==> config.mk <==
export PLATFORM = sky130hd
export DESIGN_NAME = fps_host
export DESIGN_NICKNAME = d
export VERILOG_FILES = /design/src/verilog/fps_pkg.sv /design/src/verilog/fps_cyc_if.sv /design/src/verilog/fps_cycle.sv /design/src/verilog/fps_host.sv
export SDC_FILE = /design/constraint.sdc
export NUM_CORES = 1
export LEC_CHECK = 0
export BUFFER_PORTS_ARGS = -buffer_cell sky130_fd_sc_hd__buf_4
export CORE_MARGIN = 1.5
export CORE_UTILIZATION = 25
export DETAILED_ROUTE_END_ITERATION = 10
export GPL_TIMING_DRIVEN = 0
export PLACE_DENSITY = 0.5
export SYNTH_ARGS = -nofsm -noshare
export SYNTH_HDL_FRONTEND = slang
export SYNTH_SLANG_ARGS = --single-unit
==> constraint.sdc <==
create_clock -name clk -period 2.11 [get_ports clk]
set_input_delay 0.1055 -clock clk [delete_from_list [all_inputs] [get_ports clk]]
set_output_delay 0.1055 -clock clk [all_outputs]
set_load 0.03 [all_outputs]
==> src/verilog/fps_pkg.sv <==
// Purpose: Shared constants for the flash program/status host controller
// Assumes: 250 MHz clock, byte-wide parallel flash bus
// Notes:   Register map is word aligned; offsets are byte addresses
package fps_pkg;
   // ----------------------------------------
   // Clock and bus timing
   // ----------------------------------------
   localparam int CLK_PERIOD_NS = 4; // System clock period
   localparam int T_SETUP_NS = 10; // Address setup before a strobe
   localparam int T_WRPULSE_NS = 40; // Least write strobe low time
   localparam int T_RDACC_NS = 70; // Least read access time
   localparam int T_HOLD_NS = 20; // Hold and recovery after a strobe
   localparam int SYNC_STAGES = 3; // Pin input synchroniser depth
   // Least times round up to whole cycles
   localparam int SETUP_CYC = (T_SETUP_NS + CLK_PERIOD_NS - 1) / CLK_PERIOD_NS;
   localparam int WRPULSE_CYC = (T_WRPULSE_NS + CLK_PERIOD_NS - 1) / CLK_PERIOD_NS;
   localparam int RDACC_CYC = (T_RDACC_NS + CLK_PERIOD_NS - 1) / CLK_PERIOD_NS + SYNC_STAGES;
   localparam int HOLD_CYC = (T_HOLD_NS + CLK_PERIOD_NS - 1) / CLK_PERIOD_NS;
   // ----------------------------------------
   // Flash bus widths
   // ----------------------------------------
   localparam int FL_ADDR_W = 20; // Byte address width
   localparam int FL_DATA_W = 8; // Byte mode data width
   // ----------------------------------------
   // Register map (byte offsets)
   // ----------------------------------------
   localparam logic [4:0] REG_CTRL = 5'h00; // Operation code and start
   localparam logic [4:0] REG_ADDR = 5'h04; // Target address
   localparam logic [4:0] REG_WDATA = 5'h08; // Program data
   localparam logic [4:0] REG_STATUS = 5'h0c; // Controller state
   localparam logic [4:0] REG_RDATA = 5'h10; // Last byte read from flash
   // CTRL fields
   localparam int CTRL_OP_LSB = 0; // Operation code, 3 bits
   localparam int CTRL_GO_BIT = 31; // Start strobe, self clearing
   // STATUS fields
   localparam int ST_BUSY_BIT = 0; // Sequence in progress
   localparam int ST_DONE_BIT = 1; // Last sequence ended
   localparam int ST_FAIL_BIT = 2; // Last operation timed out
   localparam int ST_RDY_BIT = 3; // Synchronised ready/busy pin
   localparam int ST_WIN_BIT = 4; // Last seen erase window bit
   localparam logic [31:0] STATUS_RST = 32'h0000_0008; // Pin reads ready
   // ----------------------------------------
   // Flash status byte bit positions
   // ----------------------------------------
   localparam int POLL_STATUS_POS = 7; // poll_status_bit
   localparam int TOGGLE_ONE_POS = 6; // toggle_bit_one
   localparam int TIMEOUT_POS = 5; // timeout_flag_bit
   localparam int ERASE_WIN_POS = 3; // erase_window_bit
   // ----------------------------------------
   // Command bytes and unlock addresses
   // ----------------------------------------
   localparam logic [19:0] UNLOCK_ADDR1 = 20'h00555;
   localparam logic [19:0] UNLOCK_ADDR2 = 20'h002aa;
   localparam logic [7:0] UNLOCK_DATA1 = 8'haa;
   localparam logic [7:0] UNLOCK_DATA2 = 8'h55;
   localparam logic [7:0] CMD_PROGRAM = 8'ha0;
   localparam logic [7:0] CMD_ERASE_SETUP = 8'h80;
   localparam logic [7:0] CMD_CHIP_ERASE = 8'h10;
   localparam logic [7:0] CMD_SECTOR_ERASE = 8'h30;
   localparam logic [7:0] CMD_SUSPEND = 8'hb0;
   localparam logic [7:0] CMD_RESUME = 8'h30;
   localparam logic [7:0] CMD_RESET = 8'hf0;
   // ----------------------------------------
   // Operation codes
   // ----------------------------------------
   typedef enum logic [2:0] {
      OP_NONE, OP_PROGRAM, OP_CHIP_ERASE, OP_SECTOR_ERASE,
      OP_RESET, OP_SUSPEND, OP_RESUME, OP_READ
   } fps_op_t;
endpackage
==> src/verilog/fps_cyc_if.sv <==
// Purpose: Carries one flash bus cycle request between sequencer and engine
// Assumes: One request outstanding at a time
// Notes:   done is a one-cycle pulse, rdata valid with it
`timescale 1ns/1ps
interface fps_cyc_if #(
   parameter int AW = 20,
   parameter int DW = 8
);
   logic req; // Start a cycle, one-cycle pulse
   logic write; // 1 write cycle, 0 read cycle
   logic [AW-1:0] addr; // Cycle address
   logic [DW-1:0] wdata; // Write data
   logic done; // Cycle finished
   logic [DW-1:0] rdata; // Read data
   modport mst (output req, write, addr, wdata, input done, rdata);
   modport eng (input req, write, addr, wdata, output done, rdata);
endinterface

==> src/verilog/fps_cycle.sv <==
// Purpose: Runs single read or write cycles on the parallel flash pins
// Assumes: Pins are idle high strobes between cycles
// Notes:   Read data passes a three stage synchroniser before capture
`timescale 1ns/1ps
module fps_cycle #(
   parameter int AW = 20,
   parameter int DW = 8
) (
   input wire logic clk, // System clock
   input wire logic rstn, // Async reset, active low
   fps_cyc_if.eng cyc, // Cycle requests
   output logic fl_ce_n, // Chip select
   output logic fl_we_n, // Write strobe
   output logic fl_oe_n, // Output strobe
   output logic [AW-1:0] fl_addr, // Address pins
   output logic [DW-1:0] fl_dq_out, // Data out
   output logic fl_dq_oe, // Data drive enable
   input wire logic [DW-1:0] fl_dq_in // Data in
);
   typedef enum logic [1:0] {E_IDLE, E_SETUP, E_STROBE, E_HOLD} fps_eng_t;
   fps_eng_t st_q; // Engine state
   logic [7:0] cnt_q; // Phase counter
   logic wr_q; // Direction latched
   logic [DW-1:0] s1_q, s2_q, s3_q; // Data synchroniser

   // ----------------------------------------
   // Data input synchroniser
   // ----------------------------------------
   // s1 feeds s2 only; capture waits for s2 and s3 to agree
   always_ff @(posedge clk or negedge rstn) begin
      if (!rstn) begin
         s1_q <= '0;
         s2_q <= '0;
         s3_q <= '0;
      end else begin
         s1_q <= fl_dq_in;
         s2_q <= s1_q;
         s3_q <= s2_q;
      end
   end

   // ----------------------------------------
   // Cycle sequencing
   // ----------------------------------------
   always_ff @(posedge clk or negedge rstn) begin
      if (!rstn) begin
         st_q <= E_IDLE;
         cnt_q <= 8'h00;
         wr_q <= 1'b0;
         fl_ce_n <= 1'b1;
         fl_we_n <= 1'b1;
         fl_oe_n <= 1'b1;
         fl_addr <= '0;
         fl_dq_out <= '0;
         fl_dq_oe <= 1'b0;
         cyc.done <= 1'b0;
         cyc.rdata <= '0;
      end else begin
         cyc.done <= 1'b0;
         case (st_q)
            E_IDLE: begin
               if (cyc.req) begin
                  // Address and data set up before any strobe falls
                  fl_addr <= cyc.addr;
                  fl_dq_out <= cyc.wdata;
                  fl_dq_oe <= cyc.write;
                  wr_q <= cyc.write;
                  fl_ce_n <= 1'b0;
                  cnt_q <= 8'(fps_pkg::SETUP_CYC);
                  st_q <= E_SETUP;
               end
            end
            E_SETUP: begin
               if (cnt_q <= 8'h01) begin
                  fl_we_n <= ~wr_q;
                  fl_oe_n <= wr_q;
                  cnt_q <= wr_q ? 8'(fps_pkg::WRPULSE_CYC) : 8'(fps_pkg::RDACC_CYC);
                  st_q <= E_STROBE;
               end else begin
                  cnt_q <= cnt_q - 8'h01;
               end
            end
            E_STROBE: begin
               if (cnt_q > 8'h01) begin
                  cnt_q <= cnt_q - 8'h01;
               end else if (wr_q || (s2_q == s3_q)) begin
                  // Write strobe rises first, so the device latches here
                  fl_we_n <= 1'b1;
                  fl_oe_n <= 1'b1;
                  if (!wr_q) begin
                     cyc.rdata <= s3_q;
                  end
                  cnt_q <= 8'(fps_pkg::HOLD_CYC);
                  st_q <= E_HOLD;
               end
            end
            E_HOLD: begin
               fl_ce_n <= 1'b1;
               if (cnt_q <= 8'h01) begin
                  fl_dq_oe <= 1'b0;
                  cyc.done <= 1'b1;
                  st_q <= E_IDLE;
               end else begin
                  cnt_q <= cnt_q - 8'h01;
               end
            end
            default: st_q <= E_IDLE;
         endcase
      end
   end
endmodule

==> src/verilog/fps_host.sv <==
// Purpose: Host controller issuing program/erase sequences and polling status
// Assumes: Avalon-MM slave with waitrequest, byte mode flash bus
// Notes:   Completion is judged by toggle polling, never by the pin alone
//
// The implementer's own choices: the address map and the Avalon-MM register port.
`timescale 1ns/1ps
// Behaviour
// - Program entered by two unlocks, command, data
// - Host reads status twice, compares toggle bit
// - Toggling with timeout flag: recheck, then reset
// - Resumed polling restarts from double read
// - Reset command after timeout before new operation
module fps_host #(
   parameter int AW = fps_pkg::FL_ADDR_W, // Flash address width
   parameter int DW = fps_pkg::FL_DATA_W // Flash data width
) (
   input wire logic clk, // System clock, 250 MHz
   input wire logic rstn, // Async reset, active low
   input wire logic [4:0] avs_address, // Avalon byte address
   input wire logic avs_read, // Avalon read
   input wire logic avs_write, // Avalon write
   input wire logic [31:0] avs_writedata, // Avalon write data
   output logic [31:0] avs_readdata, // Avalon read data
   output logic avs_waitrequest, // Avalon wait
   output logic fl_ce_n, // Flash chip select
   output logic fl_we_n, // Flash write strobe
   output logic fl_oe_n, // Flash output strobe
   output logic [AW-1:0] fl_addr, // Flash address
   output logic [DW-1:0] fl_dq_out, // Flash data out
   output logic fl_dq_oe, // Flash data drive enable
   input wire logic [DW-1:0] fl_dq_in, // Flash data in
   input wire logic ready_busy_n_in // Open-drain ready/busy level
);
   // ----------------------------------------
   // Elaboration checks
   // ----------------------------------------
   if (DW != 8 || AW < 12 || AW > 32) begin : g_bad_param
      $error("fps_host: byte mode with 12..32 address bits only");
   end

   // ----------------------------------------
   // Declarations
   // ----------------------------------------
   typedef enum logic [2:0] {
      S_IDLE, S_CMD, S_WAIT, S_POLL_A, S_POLL_B, S_JUDGE, S_DONE
   } fps_state_t;
   fps_state_t st_q; // Sequencer state
   fps_pkg::fps_op_t op_q; // Operation in progress
   logic [2:0] step_q; // Index into command sequence
   logic [AW-1:0] addr_q; // Target address register
   logic [DW-1:0] wdata_q; // Program data register
   logic [DW-1:0] rdata_q; // Last byte read
   logic [DW-1:0] first_q; // First status read of a pair
   logic recheck_q; // Second pair after timeout flag
   logic fail_cmd_q; // Reset write issued after failure
   logic busy_q, done_q, fail_q, win_q; // Status flags
   logic ack_q; // Avalon answer cycle
   logic [2:0] rb_sync_q; // Ready/busy synchroniser
   logic rdy_q; // Filtered ready level
   logic go; // Start write accepted
   logic [AW+DW:0] sw; // Command word for this step: {last, address, data}
   fps_cyc_if #(.AW(AW), .DW(DW)) cyc (); // Engine link

   // ----------------------------------------
   // Command sequence lookup
   // ----------------------------------------
   // Returns {last, address, data} for one write of an operation
   function automatic logic [AW+DW:0] seq_word(input fps_pkg::fps_op_t op,
                                              input logic [2:0] step,
                                              input logic [AW-1:0] ta,
                                              input logic [DW-1:0] td);
      logic [AW-1:0] a1;
      logic [AW-1:0] a2;
      logic [DW-1:0] cmd;
      a1 = AW'(fps_pkg::UNLOCK_ADDR1);
      a2 = AW'(fps_pkg::UNLOCK_ADDR2);
      cmd = fps_pkg::CMD_RESET;
      seq_word = {1'b1, ta, cmd};
      case (op)
         fps_pkg::OP_PROGRAM: begin
            // Two unlocks, program command, then address and data
            case (step)
               3'h0: seq_word = {1'b0, a1, fps_pkg::UNLOCK_DATA1};
               3'h1: seq_word = {1'b0, a2, fps_pkg::UNLOCK_DATA2};
               3'h2: seq_word = {1'b0, a1, fps_pkg::CMD_PROGRAM};
               default: seq_word = {1'b1, ta, td};
            endcase
         end
         fps_pkg::OP_CHIP_ERASE, fps_pkg::OP_SECTOR_ERASE: begin
            // Six writes; the last names chip or sector
            case (step)
               3'h0, 3'h3: seq_word = {1'b0, a1, fps_pkg::UNLOCK_DATA1};
               3'h1, 3'h4: seq_word = {1'b0, a2, fps_pkg::UNLOCK_DATA2};
               3'h2: seq_word = {1'b0, a1, fps_pkg::CMD_ERASE_SETUP};
               default: begin
                  if (op == fps_pkg::OP_CHIP_ERASE) begin
                     seq_word = {1'b1, a1, fps_pkg::CMD_CHIP_ERASE};
                  end else begin
                     seq_word = {1'b1, ta, fps_pkg::CMD_SECTOR_ERASE};
                  end
               end
            endcase
         end
         fps_pkg::OP_SUSPEND: seq_word = {1'b1, ta, fps_pkg::CMD_SUSPEND};
         fps_pkg::OP_RESUME: seq_word = {1'b1, ta, fps_pkg::CMD_RESUME};
         default: seq_word = {1'b1, ta, cmd};
      endcase
   endfunction

   // Operations whose completion must be polled
   function automatic logic needs_poll(input fps_pkg::fps_op_t op);
      needs_poll = (op == fps_pkg::OP_PROGRAM) || (op == fps_pkg::OP_CHIP_ERASE)
                   || (op == fps_pkg::OP_SECTOR_ERASE) || (op == fps_pkg::OP_RESUME);
   endfunction

   // One lookup shared by issue and advance; a call result cannot be bit-selected
   assign sw = seq_word(op_q, step_q, addr_q, wdata_q);

   // ----------------------------------------
   // Cycle engine
   // ----------------------------------------
   fps_cycle #(.AW(AW), .DW(DW)) u_cycle (
      .clk(clk),
      .rstn(rstn),
      .cyc(cyc),
      .fl_ce_n(fl_ce_n),
      .fl_we_n(fl_we_n),
      .fl_oe_n(fl_oe_n),
      .fl_addr(fl_addr),
      .fl_dq_out(fl_dq_out),
      .fl_dq_oe(fl_dq_oe),
      .fl_dq_in(fl_dq_in)
   );

   // ----------------------------------------
   // Ready/busy pin synchroniser
   // ----------------------------------------
   // Shown to software only; the sequencer never reads the pin, before or after the last write
   always_ff @(posedge clk or negedge rstn) begin
      if (!rstn) begin
         rb_sync_q <= 3'h7;
         rdy_q <= 1'b1;
      end else begin
         rb_sync_q <= {rb_sync_q[1:0], ready_busy_n_in};
         if (rb_sync_q[1] == rb_sync_q[2]) begin
            rdy_q <= rb_sync_q[2];
         end
      end
   end

   // ----------------------------------------
   // Avalon slave
   // ----------------------------------------
   // One wait cycle per access keeps read data registered
   assign avs_waitrequest = (avs_read | avs_write) & ~ack_q;
   assign go = avs_write & ack_q & (avs_address == fps_pkg::REG_CTRL)
               & avs_writedata[fps_pkg::CTRL_GO_BIT];

   always_ff @(posedge clk or negedge rstn) begin
      if (!rstn) begin
         ack_q <= 1'b0;
      end else begin
         ack_q <= (avs_read | avs_write) & ~ack_q;
      end
   end

   // Read mux; unmapped offsets read zero
   always_ff @(posedge clk or negedge rstn) begin
      if (!rstn) begin
         avs_readdata <= 32'h0000_0000;
      end else if (avs_read & ~ack_q) begin
         case (avs_address)
            fps_pkg::REG_CTRL: avs_readdata <= 32'(op_q);
            fps_pkg::REG_ADDR: avs_readdata <= 32'(addr_q);
            fps_pkg::REG_WDATA: avs_readdata <= 32'(wdata_q);
            fps_pkg::REG_STATUS: begin
               avs_readdata <= (32'(busy_q) << fps_pkg::ST_BUSY_BIT)
                  | (32'(done_q) << fps_pkg::ST_DONE_BIT)
                  | (32'(fail_q) << fps_pkg::ST_FAIL_BIT)
                  | (32'(rdy_q) << fps_pkg::ST_RDY_BIT)
                  | (32'(win_q) << fps_pkg::ST_WIN_BIT);
            end
            fps_pkg::REG_RDATA: avs_readdata <= 32'(rdata_q);
            default: avs_readdata <= 32'h0000_0000;
         endcase
      end
   end

   // Address and data registers, frozen while busy
   always_ff @(posedge clk or negedge rstn) begin
      if (!rstn) begin
         addr_q <= '0;
         wdata_q <= '0;
      end else if (avs_write & ack_q & ~busy_q) begin
         if (avs_address == fps_pkg::REG_ADDR) begin
            addr_q <= avs_writedata[AW-1:0];
         end
         if (avs_address == fps_pkg::REG_WDATA) begin
            wdata_q <= avs_writedata[DW-1:0];
         end
      end
   end

   // ----------------------------------------
   // Sequencer
   // ----------------------------------------
   // Issues command writes, then polls the toggle bit to a verdict
   always_ff @(posedge clk or negedge rstn) begin
      if (!rstn) begin
         st_q <= S_IDLE;
         op_q <= fps_pkg::OP_NONE;
         step_q <= 3'h0;
         busy_q <= 1'b0;
         done_q <= 1'b0;
         fail_q <= 1'b0;
         win_q <= 1'b0;
         rdata_q <= '0;
         first_q <= '0;
         recheck_q <= 1'b0;
         fail_cmd_q <= 1'b0;
         cyc.req <= 1'b0;
         cyc.write <= 1'b0;
         cyc.addr <= '0;
         cyc.wdata <= '0;
      end else begin
         cyc.req <= 1'b0;
         case (st_q)
            S_IDLE: begin
               // Start writes while busy are ignored
               if (go) begin
                  op_q <= fps_pkg::fps_op_t'(avs_writedata[fps_pkg::CTRL_OP_LSB +: 3]);
                  step_q <= 3'h0;
                  busy_q <= 1'b1;
                  done_q <= 1'b0;
                  fail_q <= 1'b0;
                  recheck_q <= 1'b0;
                  fail_cmd_q <= 1'b0;
                  st_q <= S_CMD;
               end
            end
            S_CMD: begin
               if (op_q == fps_pkg::OP_READ) begin
                  cyc.write <= 1'b0;
                  cyc.addr <= addr_q;
               end else begin
                  cyc.write <= 1'b1;
                  {cyc.addr, cyc.wdata} <= sw[AW+DW-1:0];
               end
               cyc.req <= 1'b1;
               st_q <= S_WAIT;
            end
            S_WAIT: begin
               if (cyc.done) begin
                  if (op_q == fps_pkg::OP_READ) begin
                     rdata_q <= cyc.rdata;
                     st_q <= S_DONE;
                  end else if (!sw[AW+DW]) begin
                     step_q <= step_q + 3'h1;
                     st_q <= S_CMD;
                  end else if (needs_poll(op_q) && !fail_cmd_q) begin
                     st_q <= S_POLL_A;
                  end else begin
                     st_q <= S_DONE;
                  end
               end
            end
            S_POLL_A: begin
               // First read of a pair, at the target address
               if (!cyc.req && cyc.done) begin
                  first_q <= cyc.rdata;
                  st_q <= S_POLL_B;
               end else if (!cyc.req) begin
                  cyc.write <= 1'b0;
                  cyc.addr <= addr_q;
                  cyc.req <= (step_q != 3'h7);
                  step_q <= 3'h7;
               end
            end
            S_POLL_B: begin
               if (step_q == 3'h7 && !cyc.req) begin
                  cyc.req <= 1'b1;
                  step_q <= 3'h6;
               end else if (cyc.done) begin
                  rdata_q <= cyc.rdata;
                  win_q <= cyc.rdata[fps_pkg::ERASE_WIN_POS];
                  st_q <= S_JUDGE;
               end
            end
            S_JUDGE: begin
               if (first_q[fps_pkg::TOGGLE_ONE_POS] == rdata_q[fps_pkg::TOGGLE_ONE_POS]) begin
                  st_q <= S_DONE;
               end else if (recheck_q) begin
                  // Still toggling after the flag: abandon with a reset write
                  fail_q <= 1'b1;
                  fail_cmd_q <= 1'b1;
                  op_q <= fps_pkg::OP_RESET;
                  step_q <= 3'h0;
                  st_q <= S_CMD;
               end else begin
                  // Any new pair starts again from its first read
                  recheck_q <= rdata_q[fps_pkg::TIMEOUT_POS];
                  step_q <= 3'h0;
                  st_q <= S_POLL_A;
               end
            end
            S_DONE: begin
               busy_q <= 1'b0;
               done_q <= 1'b1;
               st_q <= S_IDLE;
            end
            default: st_q <= S_IDLE;
         endcase
      end
   end
endmodule

==> metrics.txt, run 1 <==
final worst-path cycle share=98.25%; Initial Util=25.35%; gpl congestion=between 0.8 and 0.9; Max IR drop VDD=0.7959 mV; Fin Clk Skew=between 0.015 and 0.02 ns; largest net degree at the start of global routing=101; Worst Path Max Fanout=10; number of cells on the worst reg-to-reg path=6; Final min period=about 2.1 ns; die area=about 0.034 mm2; fin worst setup slack=0.03682 ns; cells after synthesis=720; sw power=4.863 mW; first-pass GRT wire length=33.60 mm; Compound-Gate Fraction of Synth Area=13.24%; hold depth=4; share of cells above drive strength 1=between 30% and 40%; post-route ant nets=0; worst reg2reg setup slack=0.04 ns; final setup fails=0; initial antenna violation count=0; XOR/XNOR share of the synthesized area=1.274%; synth warn=0; final slew viol count=0; simple-gate area share of the yosys netlist=12.50%; Critical Path RT=2.48 ns; mux contribution to synthesized area=12.17%; Top-Level Pins=115; share of power burned in registers=34.7%; Pre-antenna DRT Iters=6; chip height=184.6 um; fillers=3291; Tot GR Track Use=between 10% and 20%; largest family of logic cells by synthesized area=compound AO/OA/AOI/OAI gates; cells along the critical path=nor4_4 -> and3_1 -> clkbuf_4 -> o21ai_0 -> nor2_1 -> mux2_2; syn avg cell area=between 10 and 15 um2; Hold Crit Endpoint=busy_q$_DFFE_PN0P_; RSZ-0062 raised after global routing=true; Leakage=4.944 nW; Die X-Extent=184.6 um; slowest cell delay on critical path=0.45 ns; cell area after synthesis=0.008248 mm2; Setup CP Type=register to register; post-DP HPWL=between 15 and 20 mm; Rel. slew slack=56.54%; Gate power share=a little under two fifths; Startpoint Class=register; core area=0.03254 mm2; CTS root buf=clkbuf_16; sequential area share after synthesis=55.32%; Clock Sinks=182; Internal Pwr Total=7.758 mW; Post-synth EDFFs=0; adder-cell share of the synthesized area=between 2 and 2.5%; Fin. Hold Viols=0; Final TNS setup=0 ns; switching share of power=38.53%; most used flip-flop cell after synthesis=dfrtp_1; Reg2Reg Launch Point=u_cycle.cnt_q[3]$_DFFE_PN0P_; Clock Latency Late Sink=0.45 ns; asr flop ratio synth=100.0%; Clock power frac=between 20% and 30%; most frequent cells in the layout=dfrtp_1 (172), buf_4 (116), mux2_2 (74); drt drc=0; Crit-path slowest cell=dfrtp_1; via/cell ratio=4.592; HP Class=primary input to register; hold path start=avs_address[4]; Cell Area, Placed=0.009568 mm2; count of cell types in the netlist=73; Longest Clk Path Bufs=2; pwr/cell area=1154 mW/mm2; synth-to-layout area growth=32.57%; max-cap violations=0; crit end category=register; diode count=0; worst path arrival time=between 2 and 2.5 ns; vias in the first global route=5916; commonest non-fill, non-tap cell in the layout=dfrtp_1; standard-cell rows=66; status=complete, no violations; CTS tree=done; pre-CTS setup slack=-0.4511 ns; clock buffer count from CTS=17; Post-Route WL=21.36 mm; Worst-path clk slew=0.08 ns; total power=around 13 mW; Starting DRT DRC Count=478; flops & latches, synth=182; max frequency=482.4 MHz; DR vias=6176; Least-Margin Pin Slew=0.6471 ns; Final Cell Area=0.01093 mm2; GRT overflow=0; wire per inst=around 16 um; Port Buffers=90; worst hold slack=0.08675 ns; H-tree levels=4; RR Endpoint=u_cycle.fl_we_n$_DFFE_PN1P_; Final Net Count=953
-- synthesized netlist by cell type, drive strengths merged, types with 8 or more instances --
library cell	number	area [um2]
o21ai	48	240.2
a21oi	34	170.2
inv	18	67.56
dfrtp	175	4379
nor3	18	112.6
nor2	45	168.9
mux2	82	923.4
mux2i	8	80.08
clkbuf	14	52.55
a22o	16	140.1
a31oi	9	68.81
nand2b	12	75.07
xor2	11	96.34
ha	13	162.7
nand3	16	85.08
nand2	73	274.0
buf	24	152.6
-- critical path: cells and delay by family, from the launching register on --
| family | cells | cell delay, ns |
|---|---|---|
| AND/OR/NAND/NOR | 3 | 0.85 |
| flip-flops | 1 | 0.45 |
| multiplexers | 1 | 0.36 |
| buffers and inverters | 1 | 0.21 |
| AO/OA/AOI/OAI | 1 | 0.13 |
-- power by group through the flow --
| stage | sequential [mW] | combinational [mW] | clock [mW] |
|---|---|---|---|
| finish | 4.37 | 4.81 | 3.43 |
| global route | 4.44 | 5.22 | 3.67 |
| CTS | 4.39 | 4.41 | 3.53 |
| detailed placement | 4.48 | 4.00 | 0 |
| global placement | 4.47 | 3.98 | 0 |
| floorplan | 4.62 | 2.68 | 0 |
-- stage by stage --
step                utilization [%]  instances
detailed placement            29.41       1264
global placement              29.30       1263
CTS                           33.03       1341
global route                  33.61       1345
finish                        33.61       1345
floorplan                         -        731
-- state kept, by name, summed over array words and instances, names as in the netlist, 2 cells and up --
signal,count
avs_readdata,20
cyc.wdata,8
cyc.addr,20
u_cycle.cyc.rdata,8
rb_sync_q,3
rdata_q,8
u_cycle.s1_q,8
u_cycle.cnt_q,8
op_q,3
u_cycle.st_q,2
u_cycle.s2_q,8
st_q,3
u_cycle.fl_addr,20
u_cycle.fl_dq_out,8
wdata_q,8
addr_q,20
step_q,3
u_cycle.s3_q,8
-- layer usage --
layer	routed length, um	part of all wire [%]	track usage, %
met5	0	0	0
met4	292	1.4	3.577
met3	899	4.2	2.509
met2	9842	46	19.41
met1	10330	48	18.42
-- layout make-up --
type / instances / area (um2) / share of cell area, %
clock inverters: 15 / 222.7 / 2.037
plain buffers: 36 / 209.0 / 1.911
well taps: 442 / 553.0 / 5.058
flip-flops and latches: 182 / 4567 / 41.77
repair buffers: 142 / 1206 / 11.03
inverters: 19 / 73.82 / 0.6751
clock buffers: 17 / 425.4 / 3.891
multi-input cells: 492 / 3677 / 33.63
-- timing repair --
action                                  in CTS  in global routing
hold endpoints to repair                   116                  0
resized for setup                           21                 39
pin swaps                                    9                  9
endpoints found under the setup margin      61                 48
hold buffers                                32                  0
setup buffers                               14                  5
-- worst max-delay path by stage --
stage	startpoint	to	slack (ns)	cells past startpoint
floorplan	u_cycle.cnt_q[0]$_DFFE_PN0P_	u_cycle.cnt_q[0]$_DFFE_PN0P_	0.04	7
global placement	step_q[2]$_DFFE_PN0P_	cyc.addr[16]$_DFFE_PN0P_	-0.47	7
detailed placement	step_q[2]$_DFFE_PN0P_	cyc.addr[13]$_DFFE_PN0P_	-0.45	7
CTS	step_q[2]$_DFFE_PN0P_	step_q[0]$_DFFE_PN0P_	0.007	8
global route	u_cycle.cnt_q[5]$_DFFE_PN0P_	u_cycle.fl_we_n$_DFFE_PN1P_	-0.05	6
finish	u_cycle.cnt_q[3]$_DFFE_PN0P_	u_cycle.fl_we_n$_DFFE_PN1P_	0.04	6
-- logic make-up after synthesis --
family          count (synthesis)
simple gates                  202
flops                         182
compound gates                162
mux                            90
buf+inv                        57
fa+ha+maj                      14
xor+xnor                       12
other cells                     1
Power figures use the tool's default switching activity.
==> inputs of run 2 (changes only) <==
- REMOVE_ABC_BUFFERS: unset -> 1
==> run 2 against run 1 <==
The flow now finishes with violations (negative setup slack). Cell area is 1.8% lower. Global-route usage decreased by 0.14 points. Clock-buffer cell count increased by 2. Critical path type unchanged.
==> metrics.txt, run 2 (same netlist as run 1, synthesis figures left out) <==
Startpoint Class=register; fin worst setup slack=-0.003675 ns; drt drc=0; Initial Util=25.35%; Rel. slew slack=48.70%; Tot GR Track Use=12.66%; Longest Clk Path Bufs=2; Die X-Extent=about 180 um; max frequency=473.1 MHz; Fin. Hold Viols=0; most frequent cells in the layout=dfrtp_1 (171), buf_4 (110), mux2_2 (79); share of power burned in registers=between 30% and 40%; hold depth=4; final worst-path cycle share=100.2%; Final min period=approximately 2.1 ns; vias in the first global route=6020; Top-Level Pins=115; chip height=184.6 um; initial antenna violation count=1; Leakage=a little under 5 nW; Clock power frac=25.8%; slowest cell delay on critical path=0.41 ns; Reg2Reg Launch Point=step_q[0]$_DFFE_PN0P_; max-cap violations=0; Starting DRT DRC Count=314; Worst Path Max Fanout=6; via/cell ratio=4.556; Setup CP Type=register to register; pre-CTS setup slack=-0.4376 ns; most frequent CP cell=buf_4; final slew viol count=0; Worst-path clk slew=~0.070 ns; Fin Clk Skew=0.008895 ns; sw power=~4.5 mW; first-pass GRT wire length=about 33 mm; Clock Latency Late Sink=0.43 ns; CP bufs+invs=2; post-route ant nets=0; synth-to-layout area growth=30.17%; wire per inst=15.86 um; Port Buffers=91; Pre-antenna DRT Iters=5; Post-Route WL=approximately 21 mm; pwr/cell area=about 1200 mW/mm2; switching share of power=about 36%; Final Net Count=approximately 900; H-tree levels=4; share of cells above drive strength 1=33.87%; die area=~0.034 mm2; RSZ-0062 raised after global routing=true; Gate power share=37.6%; standard-cell rows=66; Crit-path slowest cell=dfrtp_1; worst reg2reg setup slack=-0.004 ns; Least-Margin Pin Slew=around 0.77 ns; Hold Crit Endpoint=busy_q$_DFFE_PN0P_; number of cells on the worst reg-to-reg path=8; post-DP HPWL=about 14 mm; crit end category=register; HP Class=primary input to register; Critical Path RT=2.42 ns; Internal Pwr Total=7.882 mW; DR vias=approximately 6000; Max IR drop VDD=0.7093 mV; RR Endpoint=step_q[0]$_DFFE_PN0P_; CTS root buf=clkbuf_16; largest net degree at the start of global routing=roughly 120; CTS tree=done; core area=0.03254 mm2; failing checks=negative setup slack; GRT overflow=0; diode count=0; status=finished with violations; Clock Sinks=roughly 180; final setup fails=1; commonest non-fill, non-tap cell in the layout=dfrtp_1; family with the most delay on the worst path=simple AND/OR/NAND/NOR gates; hold path start=avs_address[4]; worst hold slack=0.09499 ns; gpl congestion=0.8611; cells along the critical path=buf_4 -> ha_4 -> nor3_2 -> o31ai_4 -> a31oi_4 -> nor4_4 -> buf_4 -> mux2_1; clock buffer count from CTS=17; worst path arrival time=2.43 ns
[run 2: cell type report]
| type | count | area, um2 |
|---|---|---|
| tap | 442 | 553.0 |
| sequential | 182 | 4568 |
| clock inverter | 12 | 143.9 |
| clock buffer | 19 | 442.9 |
| fill | 3356 | 21800 |
| inverter | 19 | 71.32 |
| multi-input combinational | 492 | 3675 |
| timing repair buffer | 150 | 1282 |
[run 2: worst max-delay path by stage]
| stage | startpoint | end | slack [ns] | depth (start not counted) |
|---|---|---|---|---|
| floorplan | avs_address[1] | addr_q[0]$_DFFE_PN0P_ | -0.73 | 4 |
| global placement | avs_address[1] | addr_q[17]$_DFFE_PN0P_ | -2.26 | 5 |
| detailed placement | u_cycle.cnt_q[0]$_DFFE_PN0P_ | u_cycle.cnt_q[4]$_DFFE_PN0P_ | -0.44 | 7 |
| CTS | step_q[0]$_DFFE_PN0P_ | win_q$_DFFE_PN0P_ | 0.001 | 7 |
| global route | step_q[0]$_DFFE_PN0P_ | step_q[0]$_DFFE_PN0P_ | -0.08 | 8 |
| finish | step_q[0]$_DFFE_PN0P_ | step_q[0]$_DFFE_PN0P_ | -0.004 | 8 |
[run 2: metrics by stage]
stage / power, mW / cells / area, um2 / TNS [ns] / util, %
3_5_place_dp: 8.340 / 1229 / 9385 / -13.13 / 28.85
3_3_place_gp: 8.293 / 1226 / 9320 / -120.82 / 28.65
6_report: 12.35 / 1316 / 10740 / -0.003675 / 33.00
2_1_floorplan: 7.182 / 693 / 8084 / -14.57 / -
4_1_cts: 12.08 / 1309 / 10550 / 0 / 32.42
5_1_grt: 13.14 / 1316 / 10740 / -0.3620 / 33.00
[run 2: tightest hold or removal path, stage by stage]
cell	delay, ns
buf_4	0.12
nor3_4	0.06
a21oi_1	0.10
o21ai_0	0.08
[run 2: power groups by stage]
stage | Sequential [mW] | Combinational, mW | Clock [mW]
3_5_place_dp | 4.58 | 3.77 | 0
3_3_place_gp | 4.57 | 3.72 | 0
4_1_cts | 4.50 | 4.29 | 3.29
6_report | 4.52 | 4.64 | 3.19
2_1_floorplan | 4.70 | 2.48 | 0
5_1_grt | 4.61 | 5.10 | 3.44
[run 2: timing repair]
item	in CTS	in global routing
resized for setup	30	25
hold buffers	32	0
endpoints found under the hold margin	107	0
pin swaps	6	7
endpoints found under the setup margin	62	84
setup buffers	17	7
[run 2: layer usage]
metal  global-route usage [%]  share of wire, %  up-vias
met5                        0                 0        -
met4                    4.390               1.9        0
met3                    2.569               3.8       22
met2                    19.20                46      138
met1                    17.86                48     2977
li1                         -                 -     2859
==> inputs of run 3 (changes only) <==
- PLACE_DENSITY: 0.5 -> 0.48
- clock period: 2.11 -> 2.7 ns (I/O delays scaled with it)
==> run 3 against run 2 <==
The run now ends clean. Combinational power decreased by 34%. Sequential share of layout area up 1.5 points. Routed wire length decreased by 2.4%. Global-route usage down 0.11 points. Maximum frequency fell by 13%. Worst hold slack improved by 0.020 ns. Core utilization down 1.2 points. Cell count fell by 1.7%. Worst setup slack better by 0.29 ns. Die area did not move. Clock power decreased by 18%. Critical path type unchanged. Critical endpoint is now step_q[1]$_DFFE_PN0P_.
==> metrics.txt, run 3 (same netlist as run 1, synthesis figures left out) <==
status=complete, no violations; H-tree levels=4; final slew viol count=0; Port Buffers=91; gpl congestion=approximately 0.83; final worst-path cycle share=approximately nine tenths; HP Class=primary input to register; share of power burned in registers=a little under two fifths; Final TNS setup=0 ns; Fin. Hold Viols=0; core area=about 0.033 mm2; most frequent cells in the layout=dfrtp_1 (175), buf_4 (90), mux2_2 (79); Worst Path Max Fanout=8; post-DP HPWL=14.22 mm; worst hold slack=0.1154 ns; initial antenna violation count=0; diode count=0; Fin Clk Skew=0.01270 ns; max-cap violations=0; worst path arrival time=2.74 ns; switching share of power=35.83%; chip height=about 180 um; sw power=about 3.3 mW; Worst-path clk slew=0.07 ns; crit end category=register; Tot GR Track Use=12.56%; wire per inst=15.76 um; RSZ-0062 raised after global routing=false; slowest cell delay on critical path=0.43 ns; Clock Sinks=about 180; Gate power share=33.2%; pwr/cell area=889.1 mW/mm2; Initial Util=25.35%; Setup CP Type=register to register; commonest non-fill, non-tap cell in the layout=dfrtp_1; post-route ant nets=0; die area=0.03409 mm2; CTS root buf=clkbuf_16; final setup fails=0; Max IR drop VDD=0.4756 mV; Post-Route WL=20.37 mm; Starting DRT DRC Count=435; CTS tree=done; Die X-Extent=about 180 um; max frequency=413.7 MHz; total power=9.212 mW; first-pass GRT wire length=32.73 mm; Leakage=4.684 nW; Startpoint Class=register; fillers=3393; drt drc=0; Clock power frac=28.4%; Rel. slew slack=31.09%; Final Net Count=roughly 900; share of cells above drive strength 1=around 28%; Least-Margin Pin Slew=1.034 ns; Pre-antenna DRT Iters=5; Clock Latency Late Sink=0.44 ns; cells along the critical path=inv_1 -> ha_1 -> nor3_1 -> o31ai_2 -> a31oi_2 -> nor4_4 -> mux2_1; fin cells=1293; clock buffer count from CTS=17; dpl cells=1229; Internal Pwr Total=5.911 mW; GRT overflow=0; Crit-path slowest cell=dfrtp_1; via/cell ratio=4.561; Critical Path RT=3.02 ns; DR vias=5897; Longest Clk Path Bufs=2; largest net degree at the start of global routing=101; standard-cell rows=66; vias in the first global route=5932; synth-to-layout area growth=25.62%; Top-Level Pins=115; Final min period=2.417 ns
## run 3: cell types whose count changed in the layout (fill, tap and decap cells not counted), sizes merged
cell and delta:
clkinvlp +1, bufinv +1, clkinv -5, buf -23, clkbuf +1, inv +2
## run 3: per-stage QoR
| stage | area (um2) | utilization, % | worst slack [ns] |
|---|---|---|---|
| after floorplan | 8084 | - | -0.1726 |
| after global placement | 9320 | 28.65 | -1.733 |
| after detailed placement | 9385 | 28.85 | 0.07182 |
| after CTS | 10320 | 31.73 | 0.1022 |
| after global routing | 10360 | 31.85 | 0.05894 |
| final | 10360 | 31.85 | 0.2827 |
## run 3: layout make-up
class	instances	area (um2)	share of cell area (%)
sequential	182	4563	44.04
multi-input combinational	492	3476	33.55
timing repair buffer	127	1081	10.43
tap	442	553.0	5.338
clock buffer	20	456.7	4.408
clock inverter	11	160.2	1.546
inverter	19	71.32	0.6883
## run 3: per-layer routing
metal | wire, um | track usage [%] | up-vias
li1 | - | - | 2817
met1 | 10110 | 17.61 | 2922
met2 | 9142 | 19.22 | 137
met3 | 798 | 2.529 | 21
met4 | 329 | 4.260 | 0
met5 | 0 | 0 | -
## run 3: power by group through the flow
stage | sequential (mW) | clock [mW] | combinational [mW]
after floorplan | 3.67 | 0 | 1.94
after global placement | 3.58 | 0 | 2.91
after detailed placement | 3.58 | 0 | 2.95
after CTS | 3.54 | 2.70 | 3.01
after global routing | 3.61 | 2.79 | 3.42
final | 3.53 | 2.62 | 3.06
## run 3: final timing paths
| kind | cells past startpoint | from | slack (ns) | end |
|---|---|---|---|---|
| setup / recovery | 7 | step_q[0]$_DFFE_PN0P_ | 0.28 | step_q[1]$_DFFE_PN0P_ |
| hold / removal | 4 | avs_address[4] | 0.12 | busy_q$_DFFE_PN0P_ |
| setup reg to reg | 7 | step_q[0]$_DFFE_PN0P_ | 0.28 | step_q[1]$_DFFE_PN0P_ |
| hold reg to reg | 0 | u_cycle.s1_q[4]$_DFF_PN0_ | 0.35 | u_cycle.s2_q[4]$_DFF_PN0_ |
| max in group asynchronous | 3 | rstn | 1.47 | cyc.addr[18]$_DFFE_PN0P_ |
| min in group asynchronous | 2 | rstn | 0.28 | u_cycle.cnt_q[5]$_DFFE_PN0P_ |
## run 3: worst max-delay path, delay by kind of cell (launching register included)
| family | cells | cell delay (ns) |
|---|---|---|
| compound gates | 2 | 0.58 |
| simple gates | 2 | 0.55 |
| flops | 1 | 0.43 |
| mux | 1 | 0.36 |
| fa+ha+maj | 1 | 0.28 |
| buf+inv | 1 | 0.10 |
## run 3: repair_timing
action	4_1_cts	5_1_grt
setup buffers	0	1
gates resized for setup	0	3
hold buffers	32	0
setup endpoints to repair	0	17
endpoints found under the hold margin	120	0
